==> config.mk <==
export PLATFORM = sky130hd
export DESIGN_NAME = ocd_decoder
export DESIGN_NICKNAME = d
export VERILOG_FILES = /design/src/verilog/ocd_pkg.sv /design/src/verilog/ocd_decoder.sv /design/src/verilog/ocd_length_rom.sv
export SDC_FILE = /design/constraint.sdc
export NUM_CORES = 1
export LEC_CHECK = 0
export ABC_AREA = 0
export BUFFER_PORTS_ARGS = -buffer_cell sky130_fd_sc_hd__buf_2
export CORE_MARGIN = 10
export CORE_UTILIZATION = 49
export DETAILED_ROUTE_END_ITERATION = 16
export GPL_TIMING_DRIVEN = 0
export PLACE_DENSITY_LB_ADDON = 0.05
export SLEW_MARGIN = 0
export SYNTH_ARGS = -nofsm -noshare
export SYNTH_HDL_FRONTEND = slang
export SYNTH_SLANG_ARGS = --single-unit
==> constraint.sdc <==
create_clock -name core_clk -period 3.4 [get_ports core_clk]
set_clock_uncertainty 0.2 [all_clocks]
set_input_delay 1.02 -clock core_clk [delete_from_list [all_inputs] [get_ports core_clk]]
set_output_delay 1.02 -clock core_clk [all_outputs]
set_load 0.01 [all_outputs]
==> src/verilog/ocd_pkg.sv <==
// shared types and constants for the opcode decoder
package ocd_pkg;
    localparam int OCD_LEN_SHORT = 2;
    localparam int OCD_LEN_LONG = 4;
    localparam logic [3:0] OCD_NIB_JUMP = 4'hd;
    localparam logic [3:0] OCD_NIB_CLR = 4'he;
    localparam logic [3:0] OCD_NIB_SET = 4'hf;
    localparam logic [3:0] OCD_NIB_SHORT0 = 4'h8;
    localparam logic [3:0] OCD_NIB_SHORT1 = 4'h9;
    localparam logic [7:0] OCD_OP_TRAP = 8'h9b;
    localparam logic [3:0] OCD_FORM_IND_LO = 4'h8;
    localparam logic [3:0] OCD_FORM_INC_LO = 4'hc;

    typedef enum logic [1:0] {
        OCD_FORM_NONE,
        OCD_FORM_IMM3,
        OCD_FORM_IND,
        OCD_FORM_IND_INC
    } ocd_form_t;

    typedef enum logic [2:0] {
        OCD_OP_OTHER,
        OCD_OP_SHORT_ALU,
        OCD_OP_REL_JUMP,
        OCD_OP_BIT_CLR,
        OCD_OP_BIT_SET,
        OCD_OP_SW_TRAP,
        OCD_OP_UNDEF
    } ocd_kind_t;

    typedef struct packed {
        logic valid;
        ocd_kind_t kind;
        logic [7:0] opcode;
        logic four_bytes;
        ocd_form_t form;
        logic [1:0] pointer_reg;
        logic [2:0] imm3;
        logic [3:0] cond;
        logic [3:0] bit_pos;
        logic [15:0] rel_offset;
        logic [6:0] trap_number_immediate;
        logic short_reg_addr;
        logic [7:0] reg_number;
        logic hw_trap;
    } ocd_dec_t;
endpackage : ocd_pkg

==> src/verilog/ocd_decoder.sv <==
// opcode decoder: first byte to operation, length and operand form
// Contract
// - undefined opcodes raise hardware trap, no execution
// - short alu form chosen by second-byte nibble
// - short alu pointer limited to two bits
// - jump condition comes from opcode high nibble
// - condition aliases share one encoding
// - bit position from high nibble, E clear F set
// - special register by physical or 8-bit number
// - sign-extend displacement; seven-bit trap number
`timescale 1ns/1ns
`default_nettype none
module ocd_decoder
    import ocd_pkg::*;
(
    // clock and reset
    input wire logic core_clk,
    input wire logic rst,
    // fetched instruction from fetch stage
    input wire logic fetch_valid,
    input wire logic [31:0] fetch_bytes,
    input wire logic short_reg_mode,
    // decoded controls to execute and trap logic
    output ocd_dec_t dec,
    output logic hw_trap
);
    logic [7:0] op;
    logic [7:0] op2;
    logic tbl_defined;
    logic tbl_four;
    ocd_dec_t next_dec;
    logic next_hw_trap;
    logic is_trap;
    logic is_jump;
    logic is_bit;
    logic is_short;

    assign op = fetch_bytes[7:0];
    assign op2 = fetch_bytes[15:8];

    // opcode classes; tested in priority order, so overlap is harmless
    assign is_trap = (op == OCD_OP_TRAP);
    assign is_jump = (op[3:0] == OCD_NIB_JUMP);
    assign is_bit = (op[3:0] == OCD_NIB_CLR) || (op[3:0] == OCD_NIB_SET);
    // short alu forms only live in the lower half of the map
    assign is_short = !op[7] && (op[3:0] == OCD_NIB_SHORT0 ||
                      op[3:0] == OCD_NIB_SHORT1);

    // sign-extended word offset in bytes, relative to next instruction
    function automatic logic [15:0] word_offset(input logic [7:0] d);
        word_offset = {{7{d[7]}}, d, 1'b0};
    endfunction : word_offset

    ocd_length_rom u_len (
        .opcode(op),
        .defined(tbl_defined),
        .four_bytes(tbl_four)
    );

    // combinational decode of one fetched instruction
    always_comb begin
        next_dec = '0;
        next_hw_trap = 1'b0;
        if (fetch_valid) begin
            next_dec.valid = 1'b1;
            next_dec.opcode = op;
            next_dec.four_bytes = tbl_four;
            next_dec.kind = OCD_OP_OTHER;
            // short register number bypasses page pointers
            next_dec.short_reg_addr = short_reg_mode;
            next_dec.reg_number = op2;
            if (!tbl_defined) begin
                next_dec.kind = OCD_OP_UNDEF;
                next_dec.four_bytes = 1'b0;
                next_dec.hw_trap = 1'b1;
                next_hw_trap = 1'b1;
            end else if (is_trap) begin
                next_dec.kind = OCD_OP_SW_TRAP;
                next_dec.trap_number_immediate = op2[7:1];
            end else if (is_jump) begin
                next_dec.kind = OCD_OP_REL_JUMP;
                // one code per condition, aliases fold together
                next_dec.cond = op[7:4];
                next_dec.rel_offset = word_offset(op2);
            end else if (is_bit) begin
                next_dec.kind = (op[3:0] == OCD_NIB_SET) ?
                    OCD_OP_BIT_SET : OCD_OP_BIT_CLR;
                next_dec.bit_pos = op[7:4];
            end else if (is_short) begin
                next_dec.kind = OCD_OP_SHORT_ALU;
                next_dec.imm3 = op2[2:0];
                next_dec.pointer_reg = op2[1:0];
                if (op2[3:0] >= OCD_FORM_INC_LO)
                    next_dec.form = OCD_FORM_IND_INC;
                else if (op2[3:0] >= OCD_FORM_IND_LO)
                    next_dec.form = OCD_FORM_IND;
                else
                    next_dec.form = OCD_FORM_IMM3;
            end
        end
    end

    // register decoded controls; outputs come from flops
    always_ff @(posedge core_clk) begin
        if (rst) begin
            dec <= '0;
            hw_trap <= 1'b0;
        end else begin
            dec <= next_dec;
            hw_trap <= next_hw_trap;
        end
    end
endmodule : ocd_decoder
`default_nettype wire

==> src/verilog/ocd_length_rom.sv <==
// length and defined-ness table for first opcode bytes
`timescale 1ns/1ns
`default_nettype none
module ocd_length_rom
    import ocd_pkg::*;
(
    // opcode in
    input wire logic [7:0] opcode,
    // table out
    output logic defined,
    output logic four_bytes
);
    // undefined codes listed explicitly; everything else is defined
    always_comb begin
        defined = 1'b1;
        case (opcode)
            8'h3b, 8'h44, 8'h45, 8'h83, 8'h85, 8'h8b, 8'h8c, 8'h93,
            8'h95, 8'ha3, 8'hb3, 8'hc1, 8'hc3, 8'hc7, 8'hd1, 8'hd3,
            8'hd7, 8'hdc, 8'he3, 8'he5, 8'hf5, 8'hf8,
            8'hf9: defined = 1'b0;
            default: defined = 1'b1;
        endcase
    end

    // four-byte forms; low nibble patterns cover most, rest listed
    always_comb begin
        four_bytes = 1'b0;
        if (opcode[7:4] < 4'h8) begin
            case (opcode[3:0])
                4'h2, 4'h3, 4'h4, 4'h5, 4'h6, 4'h7, 4'ha: four_bytes = 1'b1;
                default: four_bytes = 1'b0;
            endcase
        end else begin
            case (opcode)
                8'h82, 8'h84, 8'h86, 8'h87, 8'h8a, 8'h92, 8'h94, 8'h96,
                8'h97, 8'h9a, 8'ha2, 8'ha4, 8'ha5, 8'ha6, 8'ha7, 8'haa,
                8'hb2, 8'hb4, 8'hb5, 8'hb6, 8'hb7, 8'hba, 8'hc2, 8'hc4,
                8'hc5, 8'hc6, 8'hca, 8'hd2, 8'hd4, 8'hd5, 8'hd6, 8'hda,
                8'he2, 8'he4, 8'he6, 8'he7, 8'hea, 8'hf2, 8'hf3, 8'hf4,
                8'hf6, 8'hf7, 8'hfa: four_bytes = 1'b1;
                default: four_bytes = 1'b0;
            endcase
        end
    end
endmodule : ocd_length_rom
`default_nettype wire

==> results.sh, run 1 <==
export IMPL_synth_avg_cell_area_um2=9.521
export IMPL_max_cap_violations=0
export IMPL_cp_max_fo=10
export IMPL_grt_pass1_vias=1585
export IMPL_start_kind="input pin"
export IMPL_cts_hold_buf=0
export IMPL_firstDrtPassIters=5
export IMPL_worst_slack_ns=0.9663
export IMPL_pwr_density_cell_nw_per_um2=424.8
export IMPL_synth_warnings=0
export IMPL_total_leakage_power_nw=1.297
export IMPL_setup_viol_count_final=0
export IMPL_hold_class="input pin to flip-flop"
export IMPL_routed_wl_mm=4.817
export IMPL_path_cells="buf_2 -> buf_2 -> nand2_1 -> nor4_2 -> and2_1"
export IMPL_ys_ff_latch=51
export IMPL_area_growth_pct=28.10
export IMPL_critPathMaxStageDelay_ns=0.62
export IMPL_track_usage_pct=13.29
export IMPL_post_route_period_util_pct=71.58
export IMPL_num_antenna_cells=0
export IMPL_drt_wirelength_per_cell_um=13.88
export IMPL_synth_fp_nets=246
export IMPL_maxSlewHeadroom_pct=59.94
export IMPL_layout_drive_gt1_share_pct=39.39
export IMPL_async_flop_share_pct=0
export IMPL_pin_count=98
export IMPL_hold_viol=0
export IMPL_crit_path_end_kind="flip-flop"
export IMPL_dieArea_um2=7036
export IMPL_detailedRoute_firstIterationViolations=70
export IMPL_nets=332
export IMPL_drtAntennaViolNets=0
export IMPL_critPathRequiredTime_ns=3.44
export IMPL_clk_pin_slew_ns=0.08
export IMPL_crit_path_frequent_cell="buf_2"
export IMPL_tritoncts="built"
export IMPL_mappedNetlistArea_um2=1999
export IMPL_grt_antenna_before_repair=0
export IMPL_core_um2=3971
export IMPL_hpwlAfterDp_mm=3.790
export IMPL_synth_edf_count=0
export IMPL_crit_type="input pin to flip-flop"
export IMPL_grt_max_degree=16
export IMPL_vdd_drop_max_mv=0.2549
export IMPL_status="complete, no violations"
export IMPL_place_ws_ns=0.6333
export IMPL_setup_tns_ns=0
export IMPL_critical_path_slowest_cell="nor4_2"
export IMPL_slew_viol_final=0
export IMPL_tightest_slew_ns=0.5959
export IMPL_crit_buf_inv=2
export IMPL_grt_pass1_wl_mm=7.948
export IMPL_yosysSeqAreaShare_pct=51.06
export IMPL_root_buffer="clkbuf_8"
export IMPL_cts_buffers=5
export IMPL_rsz0062_at_grt="no"
export IMPL_dp_cells=339
export IMPL_critPathArrivalTime_ns=2.47
export IMPL_vias_per_cell=4.888
export IMPL_post_route_drc_count=0
export IMPL_start_util_pct=50.35
export IMPL_grt_overflow=0
export IMPL_clock_sinks=51
export IMPL_synth_cells=210
export IMPL_portBuffers=79
export IMPL_synth_cell_type_count=44
export IMPL_vias=1696
export IMPL_fmax_ghz=0.4109
export IMPL_cts_resized=0
export IMPL_num_rows=23
export IMPL_period_needed_ns=2.434
export IMPL_ys_flop_type="dfxtp_1"
export IMPL_critical_path_top_delay_family="simple AND/OR/NAND/NOR gates"
export IMPL_cts_path_max_buffers=2
export IMPL_instances_no_fill=347
export IMPL_fp_dieW_um=83.88
export IMPL_die_h_um=83.88
export IMPL_cts_htree_levels=2
export IMPL_cts_setup_buffers=0
export IMPL_place_gp_congestion=0.9259
[power by group]
group	switching, mW	total [mW]	internal (mW)
Sequential	0.00256	0.611	0.609
Combinational	0.0681	0.114	0.0464
Clock	0.177	0.362	0.185
Total	0.248	1.09	0.840
[metrics by stage]
step	cell area (um^2)	power (mW)	utilization [%]	hold WS [ns]
5_1_grt	2561	1.138	64.49	0.7293
2_1_floorplan	1999	0.6967	-	0.9287
3_5_place_dp	2457	0.7404	61.88	1.024
4_1_cts	2561	1.101	64.49	0.7176
6_report	2561	1.088	64.49	0.7255
3_3_place_gp	2457	0.7398	61.88	1.022
[registers in the layout, summed over array words and instances, names as in the netlist]
name,flops
dec,50
hw_trap,1
[cell type report]
| type | count | area, um^2 |
|---|---|---|
| plain buffers | 24 | 147.6 |
| clock buffers | 7 | 96.34 |
| fillers | 357 | 1410 |
| clock inverters | 1 | 7.507 |
| repair buffers | 79 | 395.4 |
| well taps | 50 | 62.56 |
| multi-input cells | 127 | 800.8 |
| inverters | 8 | 30.03 |
| flip-flops and latches | 51 | 1021 |
[layer usage]
metal | global-route usage [%] | up-vias | share of wire, %
met4 | 3.957 | 0 | 0.91
met3 | 5.078 | 4 | 8.4
met5 | 0 | - | 0
li1 | - | 867 | -
met1 | 15.26 | 755 | 42
met2 | 22.23 | 70 | 49
[placed cells by master (no fill, tap or decap), types with 2 or more instances in the layout]
cell      count
a21boi_0      2
nor4b_1       3
o211ai_1      3
buf_2        89
nor2_1       12
nor4_1        4
o22ai_1       2
a21oi_1       7
nand3_1       3
clkbuf_8      7
nand2b_1      8
o21ai_0       4
nand2_1       7
dfxtp_1      51
clkbuf_1      2
and2_1       33
nor3_1        8
a21oi_2       2
nand4_1       3
nor2b_1       3
buf_4        12
inv_1         8
[cells in the mapped netlist, drive strengths merged, types with 2 or more instances]
cell    instances  area [um^2]
inv             8        30.03
nor2           12        45.04
nand3           3        15.01
nand4           3        18.77
clkbuf          2        7.510
and4b           2        23.77
nand2           7        26.28
nand2b          8        50.05
nor4            5        37.53
nor2b           3        18.77
dfxtp          51         1021
a21boi          2        15.01
nor3            9        50.05
o211ai          3        22.52
o22ai           2        12.51
o21ai           4        20.02
a21oi           9        52.55
and2           33        206.5
buf            22        140.1
nor4b           3        26.28
[final timing paths]
kind | endpoint | start | cells past startpoint
setup / recovery | dec[16] | fetch_bytes[3] | 5
hold / removal | dec[9] | short_reg_mode | 2
[cell families after synthesis]
family	Yosys count	share of synthesized area, %
and+or+nand+nor	96	29.10
DFF	51	51.06
buffers and inverters	32	8.887
AOI/OAI and AO/OA	28	9.762
xor gates and xnor gates	1	0.4381
muxes	1	0.5632
other	1	0.1876
(Power assumes the default switching activity.)
==> run 2, diff against run 1 <==
--- a/config.mk
+++ b/config.mk
@@ -5,10 +5,10 @@
 export SDC_FILE = /design/constraint.sdc
 export NUM_CORES = 1
 export LEC_CHECK = 0
-export ABC_AREA = 0
+export ABC_AREA = 1
 export BUFFER_PORTS_ARGS = -buffer_cell sky130_fd_sc_hd__buf_2
 export CORE_MARGIN = 10
-export CORE_UTILIZATION = 49
+export CORE_UTILIZATION = 46
 export DETAILED_ROUTE_END_ITERATION = 16
 export GPL_TIMING_DRIVEN = 0
 export PLACE_DENSITY_LB_ADDON = 0.05
==> constraint.sdc (replaced) <==
create_clock -name core_clk -period 2.4 [get_ports core_clk]
set_clock_uncertainty 0.2 [all_clocks]
set_input_delay 0.72 -clock core_clk [delete_from_list [all_inputs] [get_ports core_clk]]
set_output_delay 0.72 -clock core_clk [all_outputs]
set_load 0.01 [all_outputs]
==> run 2 against run 1 <==
Compared with the run above: total power is 38% higher; synthesized cell count rose by 42%; non-clock buffer count fell by 9; cell count rose by 26%; sequential power grew 42%; worst setup slack worse by 0.55 ns; cell area rose by 2.4%.
==> results.sh, run 2 <==
export IMPL_status="complete, no violations"
export IMPL_grt_pass1_vias=1921
export IMPL_dpl_instance_area_um2=2535
export IMPL_fin_area_um2=2624
export IMPL_fp_dieW_um=87.16
export IMPL_final_common_cell="nor2_1"
export IMPL_startpoint="fetch_bytes[5]"
export IMPL_slew_viol_final=0
export IMPL_total_leakage_power_nw=1.537
export IMPL_hold_viol=0
export IMPL_grt_max_degree=17
export IMPL_grt_antenna_before_repair=0
export IMPL_rsz0062_at_grt="no"
export IMPL_cts_resized=0
export IMPL_synth_edf_count=0
export IMPL_largest_reg_flops=50
export IMPL_start_util_pct=47.64
export IMPL_dieArea_um2=7596
export IMPL_fillCellCount=443
export IMPL_final_cell_mix="nor2_1, nand2_1, buf_2, dfxtp_1, inv_1"
export IMPL_yosys_area_top_type_share_pct=49.22
export IMPL_crit_path_end_kind="flip-flop"
export IMPL_vdd_drop_max_mv=0.2576
export IMPL_area_growth_pct=26.48
export IMPL_grt_overflow=0
export IMPL_synth_most_common_cell="nor2_1"
export IMPL_fmax_ghz=0.5044
export IMPL_num_rows=24
export IMPL_hold_path_end="dec[46]"
export IMPL_clk_pin_slew_ns=0.09
export IMPL_critPathRequiredTime_ns=2.39
export IMPL_crit_type="input pin to flip-flop"
export IMPL_setup_viol_count_final=0
export IMPL_max_cap_violations=0
export IMPL_cts_hold_buf=0
export IMPL_dp_cells=429
export IMPL_period_needed_ns=1.982
export IMPL_yosys_top_cells_count="nor2_1, nand2_1, dfxtp_1, inv_1, buf_4"
export IMPL_cp_max_fo=10
export IMPL_layout_drive_gt1_share_pct=29.87
export IMPL_clock_sinks=51
export IMPL_async_flop_share_pct=0
export IMPL_drtAntennaViolNets=0
export IMPL_holdWs_ns=0.4043
export IMPL_nets=420
export IMPL_track_usage_pct=14.66
export IMPL_critPathArrivalTime_ns=1.98
export IMPL_place_ws_ns=0.1040
export IMPL_synth_warnings=0
export IMPL_root_buffer="clkbuf_8"
export IMPL_synth_cell_type_count=17
export IMPL_synth_avg_cell_area_um2=6.961
export IMPL_hpwlAfterDp_mm=4.670
export IMPL_setup_tns_ns=0
export IMPL_vias=2004
export IMPL_instances_no_fill=437
export IMPL_firstDrtPassIters=4
export IMPL_core_um2=4354
export IMPL_synth_cells=298
export IMPL_ys_ff_latch=51
export IMPL_ys_flop_type="dfxtp_1"
export IMPL_die_h_um=87.16
export IMPL_start_kind="input pin"
export IMPL_pwr_density_cell_nw_per_um2=571.4
export IMPL_cts_buffers=5
export IMPL_largest_register="dec"
export IMPL_cts_path_max_buffers=2
export IMPL_drt_wirelength_per_cell_um=13.00
export IMPL_synthTopCellsByArea="dfxtp_1, nor2_1, nand2_1"
export IMPL_reg_top3="dec (50), hw_trap (1)"
export IMPL_grt_pass1_wl_mm=8.976
export IMPL_num_antenna_cells=0
export IMPL_cts_htree_levels=2
export IMPL_post_route_period_util_pct=82.60
export IMPL_post_route_drc_count=0
export IMPL_place_gp_congestion=0.9713
export IMPL_cts_setup_buffers=0
export IMPL_holdPathStages=2
export IMPL_yosysSeqAreaShare_pct=49.22
export IMPL_holdCritStartpoint="fetch_bytes[11]"
export IMPL_routed_wl_mm=5.680
export IMPL_hold_class="input pin to flip-flop"
export IMPL_vias_per_cell=4.586
export IMPL_worst_slack_ns=0.4175
export IMPL_detailedRoute_firstIterationViolations=66
export IMPL_pin_count=98
export IMPL_synth_area_leader_cell="dfxtp_1"
export IMPL_tritoncts="built"
export IMPL_portBuffers=79
export IMPL_mappedNetlistArea_um2=2074
export IMPL_synth_fp_nets=334
==> run 2: cell types whose count changed in the layout (fill, tap and decap cells not counted), moves of 4 or more <==
cell / delta
nor2_1: +81
nand2_1: +73
and2_1: -33
inv_1: +12
buf_2: -10
nand2b_1: -8
nor3_1: -8
nor2_2: +6
nand3_1: +5
inv_2: +4
==> run 2: stage by stage <==
stage | utilization (%) | power [mW]
finish | 60.26 | 1.499
global route | 60.26 | 1.568
CTS | 60.26 | 1.514
detailed placement | 58.22 | 1.052
global placement | 58.22 | 1.051
floorplan | - | 0.9863
==> run 2: critical path: stages <==
cell and delay, ns:
buf_2 0.11, inv_1 0.20, nand2_2 0.10, nor2_2 0.17
inv_2 0.08, nor3_4 0.19, nor2_2 0.08, nand3_2 0.08
buf_4 0.18, nor2_1 0.05
==> run 2: power breakdown <==
part	switching [mW]	total (mW)	internal [mW]	leakage, nW
Sequential	0.00340	0.866	0.863	0.414
Clock	0.264	0.467	0.203	0.0402
Combinational	0.112	0.166	0.0535	1.08
==> run 2: worst max path at each step <==
| stage | end | slack, ns | cells past startpoint |
|---|---|---|---|
| global route | dec[18] | 0.27 | 10 |
| floorplan | dec[40] | 0.45 | 9 |
| global placement | dec[22] | 0.12 | 10 |
| detailed placement | dec[54] | 0.10 | 7 |
| finish | dec[22] | 0.42 | 10 |
| CTS | dec[7] | 0.42 | 7 |
==> run 2: final cells by class <==
type	instances	area [um^2]	area share, %
plain buffers	15	105.1	4.006
clock buffers	5	68.82	2.623
clock inverters	3	20.02	0.7630
inverters	24	90.09	3.433
multi-input cells	208	858.3	32.71
flip-flops and latches	51	1021	38.91
well taps	52	65.06	2.480
repair buffers	79	395.4	15.07
==> run 2: logic make-up after synthesis <==
kind of cell	Yosys count	synth area share (%)
and+or+nand+nor	198	39.02
buffers and inverters	39	9.409
AOI/OAI and AO/OA	9	2.171
other	1	0.1808
DFF	51	49.22
==> run 2: per-layer routing <==
layer	vias to the layer above	track usage [%]	part of all wire, %
met1	869	15.65	40
met3	6	3.558	8.3
met4	0	5.942	1.4
met2	67	26.78	50
li1	1062	-	-
met5	-	0	0
==> run 3, diff against run 2 <==
--- a/config.mk
+++ b/config.mk
@@ -5,10 +5,10 @@
 export SDC_FILE = /design/constraint.sdc
 export NUM_CORES = 1
 export LEC_CHECK = 0
-export ABC_AREA = 1
+export ABC_AREA = 0
 export BUFFER_PORTS_ARGS = -buffer_cell sky130_fd_sc_hd__buf_2
 export CORE_MARGIN = 10
-export CORE_UTILIZATION = 46
+export CORE_UTILIZATION = 45
 export DETAILED_ROUTE_END_ITERATION = 16
 export GPL_TIMING_DRIVEN = 0
 export PLACE_DENSITY_LB_ADDON = 0.05
==> constraint.sdc (replaced) <==
create_clock -name core_clk -period 1.9 [get_ports core_clk]
set_clock_uncertainty 0.2 [all_clocks]
set_input_delay 0.57 -clock core_clk [delete_from_list [all_inputs] [get_ports core_clk]]
set_output_delay 0.57 -clock core_clk [all_outputs]
set_load 0.01 [all_outputs]
==> run 3 against run 2 <==
Compared with the run above: die area fell by 1.1%; worst setup slack got worse by 0.38 ns; hold slack got worse by 0.13 ns; sequential cell count did not move; critical path type unchanged; critical endpoint is now dec[48]; largest power group unchanged.
==> results.sh, run 3 (synthesis gave the netlist of run 1 again) <==
export IMPL_p_int_mw=1.422
export IMPL_reg_top3="dec (50), hw_trap (1)"
export IMPL_tritoncts="built"
export IMPL_num_antenna_cells=0
export IMPL_crit_type="input pin to flip-flop"
export IMPL_cts_path_max_buffers=2
export IMPL_vias_per_cell=4.891
export IMPL_period_needed_ns=1.860
export IMPL_grt_pass1_vias=1599
export IMPL_worst_slack_ns=0.03994
export IMPL_hold_viol=0
export IMPL_holdWs_ns=0.2783
export IMPL_place_gp_congestion=0.8761
export IMPL_fin_util_pct=59.75
export IMPL_place_ws_ns=-0.4011
export IMPL_slew_viol_final=0
export IMPL_clock_sinks=51
export IMPL_clockPowerShare_pct=29.3
export IMPL_grt_overflow=0
export IMPL_routed_wl_mm=5.085
export IMPL_start_kind="input pin"
export IMPL_track_usage_pct=12.85
export IMPL_grt_antenna_before_repair=0
export IMPL_cts_hold_buf=0
export IMPL_setup_viol_count_final=0
export IMPL_critPathRequiredTime_ns=1.88
export IMPL_fp_dieW_um=86.66
export IMPL_vdd_drop_max_mv=0.4372
export IMPL_dpl_instance_area_um2=2460
export IMPL_hpwlAfterDp_mm=3.934
export IMPL_critPathMaxStageDelay_ns=0.39
export IMPL_largest_reg_flops=50
export IMPL_pwr_share_seq_pct=59.0
export IMPL_critPathArrivalTime_ns=1.84
export IMPL_firstDrtPassIters=4
export IMPL_dieArea_um2=7509
export IMPL_fin_area_um2=2584
export IMPL_layout_drive_gt1_share_pct=40.54
export IMPL_core_um2=4324
export IMPL_root_buffer="clkbuf_8"
export IMPL_critical_path_slowest_cell="or3_1"
export IMPL_path_cells="buf_2 -> or3_1 -> a2111oi_2 -> a21oi_1 -> and4b_4 -> o311a_1"
export IMPL_largest_register="dec"
export IMPL_status="complete, no violations"
export IMPL_cts_htree_levels=2
export IMPL_num_rows=24
export IMPL_crit_path_end_kind="flip-flop"
export IMPL_dp_cells=341
export IMPL_fillCellCount=411
export IMPL_switchingPower_mw=0.4311
export IMPL_p_total_mw=1.854
export IMPL_detailedRoute_firstIterationViolations=33
export IMPL_pin_count=98
export IMPL_post_route_drc_count=0
export IMPL_vias=1702
export IMPL_cp_max_fo=6
export IMPL_rsz0062_at_grt="no"
export IMPL_clk_pin_slew_ns=0.08
export IMPL_grt_pass1_wl_mm=7.790
export IMPL_pwr_density_cell_nw_per_um2=717.4
export IMPL_area_growth_pct=29.22
export IMPL_final_cell_mix="buf_2, dfxtp_1, and2_1, buf_4, nor2_1"
export IMPL_die_h_um=86.66
export IMPL_post_route_period_util_pct=97.90
export IMPL_fmax_ghz=0.5376
export IMPL_setup_tns_ns=0
export IMPL_max_cap_violations=0
export IMPL_nets=333
export IMPL_start_util_pct=46.24
export IMPL_instances_no_fill=348
export IMPL_drtAntennaViolNets=0
export IMPL_final_common_cell="buf_2"
export IMPL_drt_wirelength_per_cell_um=14.61
export IMPL_total_leakage_power_nw=1.303
export IMPL_pwr_share_comb_pct=11.6
export IMPL_hold_class="input pin to flip-flop"
export IMPL_portBuffers=79
export IMPL_sw_frac_of_total_pct=23.26
export IMPL_grt_max_degree=14
export IMPL_cts_buffers=5
run 3: area by class of cell:
type / count / area (um^2) / share of cell area [%]
multi-input cells: 127 / 834.6 / 32.30
clock buffers: 6 / 72.57 / 2.809
repair buffers: 80 / 402.9 / 15.59
flip-flops and latches: 51 / 1021 / 39.52
plain buffers: 24 / 157.7 / 6.102
inverters: 8 / 30.03 / 1.162
well taps: 52 / 65.06 / 2.518
run 3: final timing paths:
| kind | startpoint | end | slack, ns | depth (start not counted) |
|---|---|---|---|---|
| hold / removal | short_reg_mode | dec[9] | 0.28 | 2 |
| setup / recovery | fetch_bytes[4] | dec[48] | 0.04 | 6 |
run 3: critical path: cells and delay by family:
family	cells	cell delay, ns
AO/OA/AOI/OAI	3	0.53
buffers and inverters	1	0.13
AND/OR/NAND/NOR	2	0.61
run 3: repair_timing:
action	4_1_cts	5_1_grt
pin swaps	0	2
buffers inserted	0	1
setup endpoints to repair	14	19
cloned	0	0
resized for setup	2	9
run 3: power by group through the flow:
stage | Sequential, mW | Clock, mW | Combinational (mW)
2_1_floorplan | 1.13 | 0 | 0.115
3_3_place_gp | 1.12 | 0 | 0.207
3_5_place_dp | 1.12 | 0 | 0.208
4_1_cts | 1.09 | 0.567 | 0.212
5_1_grt | 1.10 | 0.603 | 0.239
6_report | 1.09 | 0.544 | 0.216
run 3: routing by layer:
layer,vias to the layer above,track usage (%),share of wire (%)
met2,50,22.35,50
met1,780,13.53,41
li1,867,-,-
met5,-,0,0
met3,5,5.816,8.1
met4,0,3.976,1.3
